<file path="config.mk">
export PLATFORM = sky130hd
export DESIGN_NAME = sfg_guard
export DESIGN_NICKNAME = d
export VERILOG_FILES = /design/src/verilog/sfg_pkg.sv /design/src/verilog/sfg_exc_if.sv /design/src/verilog/sfg_exc_ctl.sv /design/src/verilog/sfg_guard.sv /design/src/verilog/sfg_par_chk.sv
export VERILOG_INCLUDE_DIRS = /design/src /design/src/verilog
export SDC_FILE = /design/constraint.sdc
export NUM_CORES = 1
export LEC_CHECK = 0
export ABC_CLOCK_PERIOD_IN_PS = 5900
export BUFFER_PORTS_ARGS = -buffer_cell sky130_fd_sc_hd__buf_4
export CAP_MARGIN = 20
export CORE_AREA = 4 4 273 275
export CTS_BUF_LIST = sky130_fd_sc_hd__clkbuf_8 sky130_fd_sc_hd__clkbuf_16
export CTS_CLUSTER_DIAMETER = 40
export CTS_CLUSTER_SIZE = 30
export DETAILED_ROUTE_END_ITERATION = 7
export DIE_AREA = 0 0 277 279
export GPL_ROUTABILITY_DRIVEN = 0
export SYNTH_ARGS = -nofsm -noshare
export SYNTH_HDL_FRONTEND = slang
export SYNTH_SLANG_ARGS = --single-unit
</file>
<file path="constraint.sdc">
create_clock -name clk_i -period 5.9 [get_ports clk_i]
set_clock_uncertainty 0.1 [all_clocks]
set_input_delay 0.295 -clock clk_i [delete_from_list [all_inputs] [get_ports clk_i]]
set_output_delay 0.295 -clock clk_i [all_outputs]
set_load 0.02 [all_outputs]
</file>
<file path="src/verilog/sfg_guard_map.svh">
// Constant map for the parity fault guard.
// Assumes inclusion by bare name.
`ifndef SFG_GUARD_MAP_SVH
`define SFG_GUARD_MAP_SVH

// ****************************************************************
// Reset values
// ****************************************************************
`define SFG_RST_PULSE  1'b0
`define SFG_RST_HALT   1'b0

// ****************************************************************
// Parity sense: even
// ****************************************************************
`define SFG_PAR_OK     1'b0

// ****************************************************************
// State codes of the exception controller, one-hot
// ****************************************************************
`define SFG_ST_RUN     2'h1
`define SFG_ST_HALT    2'h2

`endif

</file>
<file path="src/verilog/sfg_pkg.sv">
// Types shared by the parity fault guard modules.
// Assumes the constant map header sits in the include path.
`include "sfg_guard_map.svh"

package sfg_pkg;

  // ****************************************************************
  // Exception controller states
  // ****************************************************************
  typedef enum logic [1:0] {
    SFG_RUN  = `SFG_ST_RUN,
    SFG_HALT = `SFG_ST_HALT
  } sfg_state_t;

endpackage
</file>
<file path="src/verilog/sfg_exc_if.sv">
// Carrier between the guard top and its exception controller.
// Assumes both ends run on the same processor clock.
`timescale 1ns/10ps
`default_nettype none

interface sfg_exc_if;
  logic ibus_ue;   // Uncorrectable error, instruction side
  logic dbus_ue;   // Uncorrectable error, data side
  logic exc_en;    // Exception enable bit of the core
  logic in_exc;    // Core is inside an exception handler
  logic ibus_exc;  // Raise instruction bus exception
  logic dbus_exc;  // Raise data bus exception
  logic halt;      // Core stop and external error level

  modport src (output ibus_ue, dbus_ue, exc_en, in_exc,
               input  ibus_exc, dbus_exc, halt);
  modport ctl (input  ibus_ue, dbus_ue, exc_en, in_exc,
               output ibus_exc, dbus_exc, halt);
endinterface

`default_nettype wire

</file>
<file path="src/verilog/sfg_exc_ctl.sv">
// Turns local memory uncorrectable errors into bus exceptions.
// Assumes error indications are synchronous to the core clock.
`timescale 1ns/10ps
`default_nettype none

module sfg_exc_ctl
  import sfg_pkg::*;
(
  input  wire logic clk_i,
  input  wire logic reset_i,
  sfg_exc_if.ctl    exc
);

  sfg_state_t state_ff;
  sfg_state_t nxt_state;
  logic       ibus_exc_ff;
  logic       dbus_exc_ff;
  logic       busy;
  logic       any_ue;

  // A raise from last cycle counts as in progress before the core sees it
  assign busy   = exc.in_exc | ibus_exc_ff | dbus_exc_ff;
  assign any_ue = exc.ibus_ue | exc.dbus_ue;

  // ****************************************************************
  // Run or halt
  // ****************************************************************
  always_comb begin
    nxt_state = state_ff;
    case (state_ff)
      SFG_RUN: begin
        if (any_ue && busy) begin
          nxt_state = SFG_HALT;
        end
      end
      SFG_HALT: nxt_state = SFG_HALT;  // Only reset leaves halt
      default:  nxt_state = SFG_HALT;
    endcase
  end

  always_ff @(posedge clk_i) begin
    if (reset_i) begin
      state_ff <= SFG_RUN;
    end else begin
      state_ff <= nxt_state;
    end
  end

  // ****************************************************************
  // Exception pulses, instruction side wins a tie
  // ****************************************************************
  always_ff @(posedge clk_i) begin
    if (reset_i) begin
      ibus_exc_ff <= `SFG_RST_PULSE;
      dbus_exc_ff <= `SFG_RST_PULSE;
    end else begin
      ibus_exc_ff <= (state_ff == SFG_RUN) && !busy && exc.exc_en
                     && exc.ibus_ue;
      dbus_exc_ff <= (state_ff == SFG_RUN) && !busy && exc.exc_en
                     && !exc.ibus_ue && exc.dbus_ue;
    end
  end

  assign exc.ibus_exc = ibus_exc_ff;
  assign exc.dbus_exc = dbus_exc_ff;
  assign exc.halt     = (state_ff == SFG_HALT);
endmodule

`default_nettype wire

</file>
<file path="src/verilog/sfg_guard.sv">
// Parity fault guard for the internal RAMs of a soft core.
// Assumes the caches, translation buffer and branch target cache
// keep the parity bits given here and return them on every read.
`timescale 1ns/10ps
`default_nettype none

module sfg_guard
  import sfg_pkg::*;
#(
  parameter int FAULT_TOL  = 1,
  parameter int DC_WR_BACK = 0,
  parameter int TAG_W      = 20,
  parameter int IC_DW      = 32,
  parameter int DC_WORDS   = 4,
  parameter int IDX_W      = 8,
  parameter int XL_HI_W    = 32,
  parameter int XL_LO_W    = 32,
  parameter int XL_IDX_W   = 6,
  parameter int BT_W       = 32
) (
  input  wire logic                   clk_i,
  input  wire logic                   reset_i,
  // Instruction cache write side
  input  wire logic [TAG_W-1:0]       ic_tag_i,
  input  wire logic [IC_DW-1:0]       ic_data_i,
  output logic                        ic_tag_par_o,
  output logic                        ic_data_par_o,
  // Instruction cache hit side
  input  wire logic                   ic_hit_i,
  input  wire logic [IDX_W-1:0]       ic_idx_i,
  input  wire logic [TAG_W-1:0]       ic_rd_tag_i,
  input  wire logic                   ic_rd_tag_par_i,
  input  wire logic [IC_DW-1:0]       ic_rd_data_i,
  input  wire logic                   ic_rd_data_par_i,
  output logic                        ic_inval_o,
  output logic [IDX_W-1:0]            ic_inval_idx_o,
  // Data cache write side
  input  wire logic [TAG_W-1:0]       dc_tag_i,
  input  wire logic [DC_WORDS*32-1:0] dc_words_i,
  output logic                        dc_tag_par_o,
  output logic [DC_WORDS-1:0]         dc_word_par_o,
  // Data cache hit side
  input  wire logic                   dc_hit_i,
  input  wire logic [IDX_W-1:0]       dc_idx_i,
  input  wire logic [TAG_W-1:0]       dc_rd_tag_i,
  input  wire logic                   dc_rd_tag_par_i,
  input  wire logic [DC_WORDS*32-1:0] dc_rd_words_i,
  input  wire logic [DC_WORDS-1:0]    dc_rd_word_par_i,
  output logic                        dc_inval_o,
  output logic [IDX_W-1:0]            dc_inval_idx_o,
  output logic                        dc_write_through_o,
  output logic                        dc_cfg_reject_o,
  // Translation buffer, entry registers and lookup
  input  wire logic [XL_HI_W-1:0]     xlate_entry_high_reg_i,
  input  wire logic [XL_LO_W-1:0]     xlate_entry_low_reg_i,
  output logic                        xl_par_o,
  input  wire logic                   xl_lookup_i,
  input  wire logic                   xl_sw_rd_i,
  input  wire logic [XL_IDX_W-1:0]    xl_idx_i,
  input  wire logic [XL_HI_W-1:0]     xl_rd_hi_i,
  input  wire logic [XL_LO_W-1:0]     xl_rd_lo_i,
  input  wire logic                   xl_rd_par_i,
  output logic                        xl_miss_exc_o,
  output logic                        xl_clr_valid_o,
  output logic [XL_IDX_W-1:0]         xl_clr_idx_o,
  // Branch target cache
  input  wire logic [BT_W-1:0]        bt_addr_i,
  output logic                        bt_par_o,
  input  wire logic                   bt_lookup_i,
  input  wire logic [BT_W-1:0]        bt_rd_addr_i,
  input  wire logic                   bt_rd_par_i,
  output logic                        bt_take_o,
  output logic [BT_W-1:0]             bt_tgt_o,
  output logic                        bt_discard_o,
  // Local memory bus error indications and core status
  input  wire logic                   ibus_ue_i,
  input  wire logic                   dbus_ue_i,
  input  wire logic                   exception_enable_bit_i,
  input  wire logic                   exc_in_progress_i,
  output logic                        ibus_exc_o,
  output logic                        dbus_exc_o,
  output logic                        core_fault_halt_out_o
);

  localparam logic FT_ON = (FAULT_TOL != 0);

  logic                ic_tag_err;
  logic                ic_data_err;
  logic                dc_tag_err;
  logic [DC_WORDS-1:0] dc_word_err;
  logic                xl_err;
  logic                bt_err;
  logic                xl_chk;

  // ****************************************************************
  // Instruction cache parity
  // ****************************************************************
  // Tag and data checked apart; either spoils the line
  sfg_par_chk #(.W(TAG_W)) u_ic_tag (
    .wr_data_i (ic_tag_i),
    .wr_par_o  (ic_tag_par_o),
    .chk_en_i  (ic_hit_i && FT_ON),
    .rd_data_i (ic_rd_tag_i),
    .rd_par_i  (ic_rd_tag_par_i),
    .err_o     (ic_tag_err)
  );

  sfg_par_chk #(.W(IC_DW)) u_ic_data (
    .wr_data_i (ic_data_i),
    .wr_par_o  (ic_data_par_o),
    .chk_en_i  (ic_hit_i && FT_ON),
    .rd_data_i (ic_rd_data_i),
    .rd_par_i  (ic_rd_data_par_i),
    .err_o     (ic_data_err)
  );

  // ****************************************************************
  // Data cache parity, one bit per word
  // ****************************************************************
  sfg_par_chk #(.W(TAG_W)) u_dc_tag (
    .wr_data_i (dc_tag_i),
    .wr_par_o  (dc_tag_par_o),
    .chk_en_i  (dc_hit_i && FT_ON),
    .rd_data_i (dc_rd_tag_i),
    .rd_par_i  (dc_rd_tag_par_i),
    .err_o     (dc_tag_err)
  );

  // A per-word bit keeps partial word writes cheap to re-protect
  for (genvar g = 0; g < DC_WORDS; g++) begin : g_dc_word
    sfg_par_chk #(.W(32)) u_dc_word (
      .wr_data_i (dc_words_i[g*32 +: 32]),
      .wr_par_o  (dc_word_par_o[g]),
      .chk_en_i  (dc_hit_i && FT_ON),
      .rd_data_i (dc_rd_words_i[g*32 +: 32]),
      .rd_par_i  (dc_rd_word_par_i[g]),
      .err_o     (dc_word_err[g])
    );
  end

  // ****************************************************************
  // Translation buffer parity, one bit per entry
  // ****************************************************************
  // One check serves lookup and software read
  assign xl_chk = (xl_lookup_i || xl_sw_rd_i) && FT_ON;

  sfg_par_chk #(.W(XL_HI_W + XL_LO_W)) u_xl (
    .wr_data_i ({xlate_entry_high_reg_i, xlate_entry_low_reg_i}),
    .wr_par_o  (xl_par_o),
    .chk_en_i  (xl_chk),
    .rd_data_i ({xl_rd_hi_i, xl_rd_lo_i}),
    .rd_par_i  (xl_rd_par_i),
    .err_o     (xl_err)
  );

  // ****************************************************************
  // Branch target cache parity, one bit per address
  // ****************************************************************
  sfg_par_chk #(.W(BT_W)) u_bt (
    .wr_data_i (bt_addr_i),
    .wr_par_o  (bt_par_o),
    .chk_en_i  (bt_lookup_i && FT_ON),
    .rd_data_i (bt_rd_addr_i),
    .rd_par_i  (bt_rd_par_i),
    .err_o     (bt_err)
  );

  // ****************************************************************
  // Cache line invalidation
  // ****************************************************************
  // One-cycle pulse with the index of the hit that failed
  always_ff @(posedge clk_i) begin
    if (reset_i) begin
      ic_inval_o     <= `SFG_RST_PULSE;
      ic_inval_idx_o <= '0;
    end else begin
      ic_inval_o <= ic_tag_err || ic_data_err;
      if (ic_tag_err || ic_data_err) begin
        ic_inval_idx_o <= ic_idx_i;
      end
    end
  end

  always_ff @(posedge clk_i) begin
    if (reset_i) begin
      dc_inval_o     <= `SFG_RST_PULSE;
      dc_inval_idx_o <= '0;
    end else begin
      dc_inval_o <= dc_tag_err || (|dc_word_err);
      if (dc_tag_err || (|dc_word_err)) begin
        dc_inval_idx_o <= dc_idx_i;
      end
    end
  end

  // ****************************************************************
  // Data cache write policy
  // ****************************************************************
  // Invalidate-and-refetch loses dirty data, so write-back cannot stand
  assign dc_cfg_reject_o    = FT_ON && (DC_WR_BACK != 0);
  assign dc_write_through_o = FT_ON || (DC_WR_BACK == 0);

  // ****************************************************************
  // Translation buffer reactions
  // ****************************************************************
  // Lookup failure becomes a miss so software reloads the entry
  always_ff @(posedge clk_i) begin
    if (reset_i) begin
      xl_miss_exc_o <= `SFG_RST_PULSE;
    end else begin
      xl_miss_exc_o <= xl_err && xl_lookup_i;
    end
  end

  // Software read failure drops the valid bit of that entry
  always_ff @(posedge clk_i) begin
    if (reset_i) begin
      xl_clr_valid_o <= `SFG_RST_PULSE;
      xl_clr_idx_o   <= '0;
    end else begin
      xl_clr_valid_o <= xl_err && xl_sw_rd_i;
      if (xl_err && xl_sw_rd_i) begin
        xl_clr_idx_o <= xl_idx_i;
      end
    end
  end

  // ****************************************************************
  // Branch prediction filter
  // ****************************************************************
  // A bad target is never used; the branch takes the slow path
  always_ff @(posedge clk_i) begin
    if (reset_i) begin
      bt_take_o    <= `SFG_RST_PULSE;
      bt_discard_o <= `SFG_RST_PULSE;
      bt_tgt_o     <= '0;
    end else begin
      bt_take_o    <= bt_lookup_i && !bt_err;
      bt_discard_o <= bt_err;
      if (bt_lookup_i && !bt_err) begin
        bt_tgt_o <= bt_rd_addr_i;
      end
    end
  end

  // ****************************************************************
  // Bus exceptions and halt
  // ****************************************************************
  sfg_exc_if exc_if ();

  // Controller errors are trusted as uncorrectable only
  assign exc_if.ibus_ue = ibus_ue_i && FT_ON;
  assign exc_if.dbus_ue = dbus_ue_i && FT_ON;
  assign exc_if.exc_en  = exception_enable_bit_i;
  assign exc_if.in_exc  = exc_in_progress_i;

  sfg_exc_ctl u_exc (
    .clk_i   (clk_i),
    .reset_i (reset_i),
    .exc     (exc_if.ctl)
  );

  assign ibus_exc_o            = exc_if.ibus_exc;
  assign dbus_exc_o            = exc_if.dbus_exc;
  assign core_fault_halt_out_o = exc_if.halt;
endmodule

`default_nettype wire

</file>
<file path="src/verilog/sfg_par_chk.sv">
// Even parity generator and checker for one protected field.
// Assumes stored parity returns beside the data it was made for.
`timescale 1ns/10ps
`default_nettype none

module sfg_par_chk
  import sfg_pkg::*;
#(
  parameter int W = 32
) (
  input  wire logic [W-1:0] wr_data_i,
  output logic              wr_par_o,
  input  wire logic         chk_en_i,
  input  wire logic [W-1:0] rd_data_i,
  input  wire logic         rd_par_i,
  output logic              err_o
);

  // Even parity bit over a field
  function automatic logic even_par(input logic [W-1:0] d);
    even_par = ^d;
  endfunction

  // Parity is ready in the write cycle, no pipeline stage
  assign wr_par_o = even_par(wr_data_i);

  // Mismatch counts only on a qualified read
  assign err_o = chk_en_i &
                 ((even_par(rd_data_i) ^ rd_par_i) != `SFG_PAR_OK);
endmodule

`default_nettype wire

</file>
## Yosys cells after proc, flatten, opt, wreduce, memory -nomap -nowiden

Index checks and enable logic that the tools add are counted.

| word-level totals | value |
|---|---|
| register bits after elaboration | 64 |
| bits of input ports | 634 |
| word-level logic and storage cells | 73 |

| cells by class | value |
|---|---|
| equality and inequality tests | 3 |
| muxes and demuxes | 2 |
| bitwise logic cells | 21 |
| reduce and logical (&&, ||, !) cells | 34 |

Operators by type and width:

| kind | number |
|---|---|
| 32-bit parity | 12 |
| 64-bit parity | 2 |
| 20-bit parity | 4 |
| 1-bit bitwise AND | 9 |
| 1-bit logical AND | 9 |
| 1-bit XOR | 9 |
| 2-bit 2-to-1 mux | 2 |
| 4-bit OR reduction | 1 |
| 1-bit logical NOT | 3 |
| 1-bit logical OR | 3 |
| 1-bit OR | 3 |
| 2-bit by 1-bit equality test with 1-bit output, second input constant | 1 |
| 2-bit equality test, second input constant | 1 |
| 2-bit by 1-bit inequality test with 1-bit output, second input constant | 1 |

## Logic depth before layout (Yosys ltp)

| logic depth | value |
|---|---|
| depth after elaboration | 7 |
| gate-level depth with buffers | 10 |
| depth with buffers taken out | 8 |

## By module

Synthesis repeated with hierarchy kept, for this count alone.

| second synthesis, totals | value |
|---|---|
| cells, all modules | 860 |
| area total of the unflattened synthesis | 7682.4 µm² |

By module, submodules not included:

| module | times used | cells each | area each (µm²) | sequential area each (µm²) |
|---|---|---|---|---|
| sfg_par_chk (g_dc_word[0].u_dc_word ...) | 6 | 64 | 576.8 | 0.0 |
| sfg_guard | 1 | 259 | 2157.1 | 1201.2 |
| sfg_par_chk (u_xl) | 1 | 127 | 1123.6 | 0.0 |
| sfg_par_chk (u_dc_tag ...) | 2 | 37 | 381.6 | 0.0 |
| sfg_exc_ctl | 1 | 16 | 177.7 | 80.1 |

## Least setup slack after synthesis

No wires, ideal clock.

| timing path | value |
|---|---|
| kind | input to register |
| start | input port xl_rd_hi_i[17] |
| end | register xl_clr_idx_o[0] |
| arrival time | 2.054 ns |
| slack | 3.614 ns |
| stages | 8 |
| path buffers | 0 |
| path through | xnor2_1 > xnor2_2 > xnor3_1 > xnor3_1 > xnor3_2 > xnor2_2 > o21ai_0 > a21oi_1 |

| on the way | value |
|---|---|
| cells in the longest elaborated chain, start to end | 4 |

RTL lines:

| element | line | source |
|---|---|---|
| start: declaration | sfg_guard.sv:60 | `input wire logic [XL_HI_W-1:0] xl_rd_hi_i,` |
| 64-bit parity | sfg_par_chk.sv:21 | `even_par = ^d;` |
| 1-bit XOR | sfg_par_chk.sv:29 | `` ((even_par(rd_data_i) ^ rd_par_i) != `SFG_PAR_OK); `` |
| 1-bit bitwise AND | sfg_par_chk.sv:28 | `assign err_o = chk_en_i &` |
| 1-bit logical AND | sfg_guard.sv:222 | `if (xl_err && xl_sw_rd_i) begin` |
| end signal: assignment | sfg_guard.sv:223 | `xl_clr_idx_o <= xl_idx_i;` |
| end: declaration | sfg_guard.sv:65 | `output logic [XL_IDX_W-1:0] xl_clr_idx_o,` |

Every way passes these cells.
A chain may end at the register's enable or synchronous reset.

## Worst setup path after layout

| timing path | value |
|---|---|
| start | input port dc_rd_words_i[57] |
| end | register dc_inval_o |

| on the way | value |
|---|---|
| cells in the longest elaborated chain, start to end | 5 |

RTL lines:

| element | line | source |
|---|---|---|
| start: declaration | sfg_guard.sv:47 | `input wire logic [DC_WORDS*32-1:0] dc_rd_words_i,` |
| 32-bit parity | sfg_par_chk.sv:21 |  |
| 1-bit XOR | sfg_par_chk.sv:29 |  |
| 1-bit bitwise AND | sfg_par_chk.sv:28 |  |
| 4-bit OR reduction | sfg_guard.sv:189 | `dc_inval_o <= dc_tag_err \|\| (\|dc_word_err);` |
| 1-bit logical OR | sfg_guard.sv:189 |  |
| end signal: assignment | sfg_guard.sv:186 | `` dc_inval_o <= `SFG_RST_PULSE; `` |
| end signal: assignment | sfg_guard.sv:189 |  |
| end: declaration | sfg_guard.sv:49 | `output logic dc_inval_o,` |

Every way passes these cells.

==> metrics.cfg <==
[setup_path]
r2r_cells = 4
path_max_fanout = 17
endpoint_kind = flop
worstSetupPathType = input pin to flop
startpoint_type = input pin
cp.arrival_ns = 2.62
cp_common_cell = xnor2_1
reg2reg_to = u_exc.state_ff[1]
r2r_slack_ns = 4.77
critPathLaunch = dc_rd_words_i[57]
critical-path-max-stage-delay_ns = 0.64
required_ns = 5.99
critPathSlowestCell = nor3_4
setup.worst_path.end = dc_inval_o
crit_chain = buf_4, xor2_1, xnor2_1, xnor2_1, xnor3_1, xnor2_1, nor3_4, nor2b_1, nor3b_1
r2r_start = u_exc.exc.ibus_exc

[clock_network]
cts_hold_buf = 0
clk_path_buf_depth = 2
clock_latency_ns = 0.34
ctsResizeCount = 0
cts_setup_buffers = 0
cts.sinks = 64
h-tree-depth = 3
clk_pin_slew_ns = 0.06
cts_tree = built
numCtsBuffers = 9
root_buffer = clkbuf_16

[die]
die_y_um = 279
die_x_um = 277
start_util_pct = 10.6
die-area_sq_um = 77300
pin_count = 708
rows = 99
core_sq_um = 72300

[global_route]
grt_antenna_before_repair = 0
grt_pass1_wl_mm = 50.1
grt_remaining_overflow = 0
grt_max_degree = 87
grt_pass1_vias = 8354
grt_use_total_pct = 8.60

[synth]
ys_seq_area_share_pct = 16.7
netlist_area_sq_um = 7690
synthesis.nets = 1467
yosysTopAreaCellShare_pct = 56.6
synth_cells = 833
synthFlopType = dfxtp_1
synth_area_leaders = xnor2_1 (57%), dfxtp_1 (17%), xor2_1 (7.5%), mux2i_1 (5.2%), nor2_1 (2.4%)
postSynthAreaPerCell_sq_um = 9.23
yosysWarnings = 0
synth_largest_area_cell = xnor2_1
yosys.cell_count.top_type = xnor2_1
async_flop_share_pct = 0
ys_seq_elements = 64
synth_edf_count = 0
ys_types = 30
synth_common_cells = xnor2_1 (497), xor2_1 (66), dfxtp_1 (64)

[timing]
slew_viol_final = 0
relSlewSlack_pct = 37.6
fmax_mhz = 395
layout_setup_ws_ns = 3.37
finalCritPeriodShare_pct = 42.9
finalHoldViolCount = 0
fin_crit_ns = 2.53
setup_violations = 0
rsz0062_at_grt = false
worst_hold_slack_ns = 0.0322
finalSetupTns_ns = 0
worstMarginPinSlew_ns = 0.936

[layout]
fill_cells = 8080
antennaDiodeCount = 0
fin_nets = 2161
finish.utilization_pct = 19.9
area_growth_pct = 87.1
drive_above_1_share_pct = 47.5

[power]
p_leak_nw = 6.11
power_density_nw_per_um2 = 309
vdd_drop_max_mv = 0.173
total_power_mw = 4.44

[hold_path]
hold_class = input pin to flop

[detailed_routing]
drt_iter0_markers = 181
vias = 7811
routedWlPerCell_um = 14.3
routed_via_density = 3.14
wirelength_mm = 35.5
detail-route-antenna-nets = 0
drcViolationCount = 0
firstDrtPassIters = 4

[placement]
dpl.hpwl_mm = 32.1
dp_slack_ns = 2.83
portBuffers = 705

[status]
status = finished, final reports clean

[flow_run]
drv_cap = 0

## per-layer routing
layer	wire [um]	vias up	share of wire, %	track usage, %
met4	886	0	2.5	2.30
li1	-	4009	-	-
met1	13700	3368	39	9.80
met3	2760	33	7.8	2.26
met5	0	-	0	0
met2	18100	401	51	15.9
## cell usage in the layout, fill, tap and decap left out, types with 2 or more instances in the layout
| cell type | instances |
|---|---|
| mux2i_1 | 40 |
| nor3_1 | 2 |
| inv_1 | 3 |
| xnor2_1 | 497 |
| clkinvlp_4 | 2 |
| nand4bb_1 | 8 |
| dfxtp_1 | 64 |
| o311ai_0 | 6 |
| xnor2_2 | 2 |
| xnor3_1 | 8 |
| buf_4 | 707 |
| nand3_1 | 6 |
| o21ai_0 | 6 |
| nor2b_1 | 3 |
| a21oi_1 | 14 |
| nor2_1 | 50 |
| o311ai_1 | 2 |
| conb_1 | 2 |
| xor2_1 | 66 |
| nor3b_1 | 12 |
| nand2_1 | 9 |
| clkbuf_16 | 9 |
## power breakdown
part | internal [mW] | switching, mW | total, mW | leakage (nW)
Combinational | 1.60 | 1.61 | 3.21 | 5.44
Sequential | 0.590 | 0.0837 | 0.674 | 0.526
Clock | 0.340 | 0.219 | 0.559 | 0.145
Total | 2.53 | 1.91 | 4.44 | 6.11
## kinds of logic after synthesis
family                 share of synthesized area [%]
multiplexers                                    5.21
other                                         0.0977
buffers and inverters                           1.71
flip-flops                                      16.7
AND/OR/NAND/NOR                                 6.43
AO/OA/AOI/OAI                                   2.47
XOR/XNOR                                        67.4
## worst min-delay path by stage
stage               startpoint            endpoint  cells past startpoint
2_1_floorplan        ibus_ue_i  u_exc.exc.dbus_exc                      1
3_3_place_gp   xl_clr_idx_o[1]     xl_clr_idx_o[1]                      2
3_5_place_dp   xl_clr_idx_o[0]     xl_clr_idx_o[0]                      2
4_1_cts              ibus_ue_i  u_exc.exc.dbus_exc                      2
5_1_grt              ibus_ue_i  u_exc.exc.dbus_exc                      2
6_report             ibus_ue_i  u_exc.exc.dbus_exc                      2
## layout make-up
class / instances / area, sq um / area share, %
multi-input combinational: 742 / 6280 / 43.7
timing repair buffer: 707 / 5310 / 36.9
sequential: 64 / 1280 / 8.90
tap: 959 / 1200 / 8.34
clock buffer: 10 / 239 / 1.66
clock inverter: 6 / 67.6 / 0.470
inverter: 3 / 11.3 / 0.0783
## sequential cells by signal (all words and copies together), names as in the netlist
| register | count |
|---|---|
| bt_tgt_o | 32 |
| dc_inval_idx_o | 8 |
| ic_inval_idx_o | 8 |
| xl_clr_idx_o | 6 |
| u_exc.state_ff | 2 |
| bt_discard_o | 1 |
| bt_take_o | 1 |
| dc_inval_o | 1 |
| ic_inval_o | 1 |
| u_exc.exc.dbus_exc | 1 |
| u_exc.exc.ibus_exc | 1 |
| xl_clr_valid_o | 1 |
| xl_miss_exc_o | 1 |
## through the flow
step                instance area, sq um  cells
finish                             14400   2491
CTS                                14400   2491
detailed placement                 14100   2475
floorplan                           7690    833
global placement                   14100   2475
global route                       14400   2491
## worst max-delay path: cells and delay by family
kind | cells | cell delay (ns)
AND/OR/NAND/NOR | 3 | 0.91
XOR/XNOR | 5 | 1.30
buffers and inverters | 1 | 0.11
(Power assumes the default switching activity.)
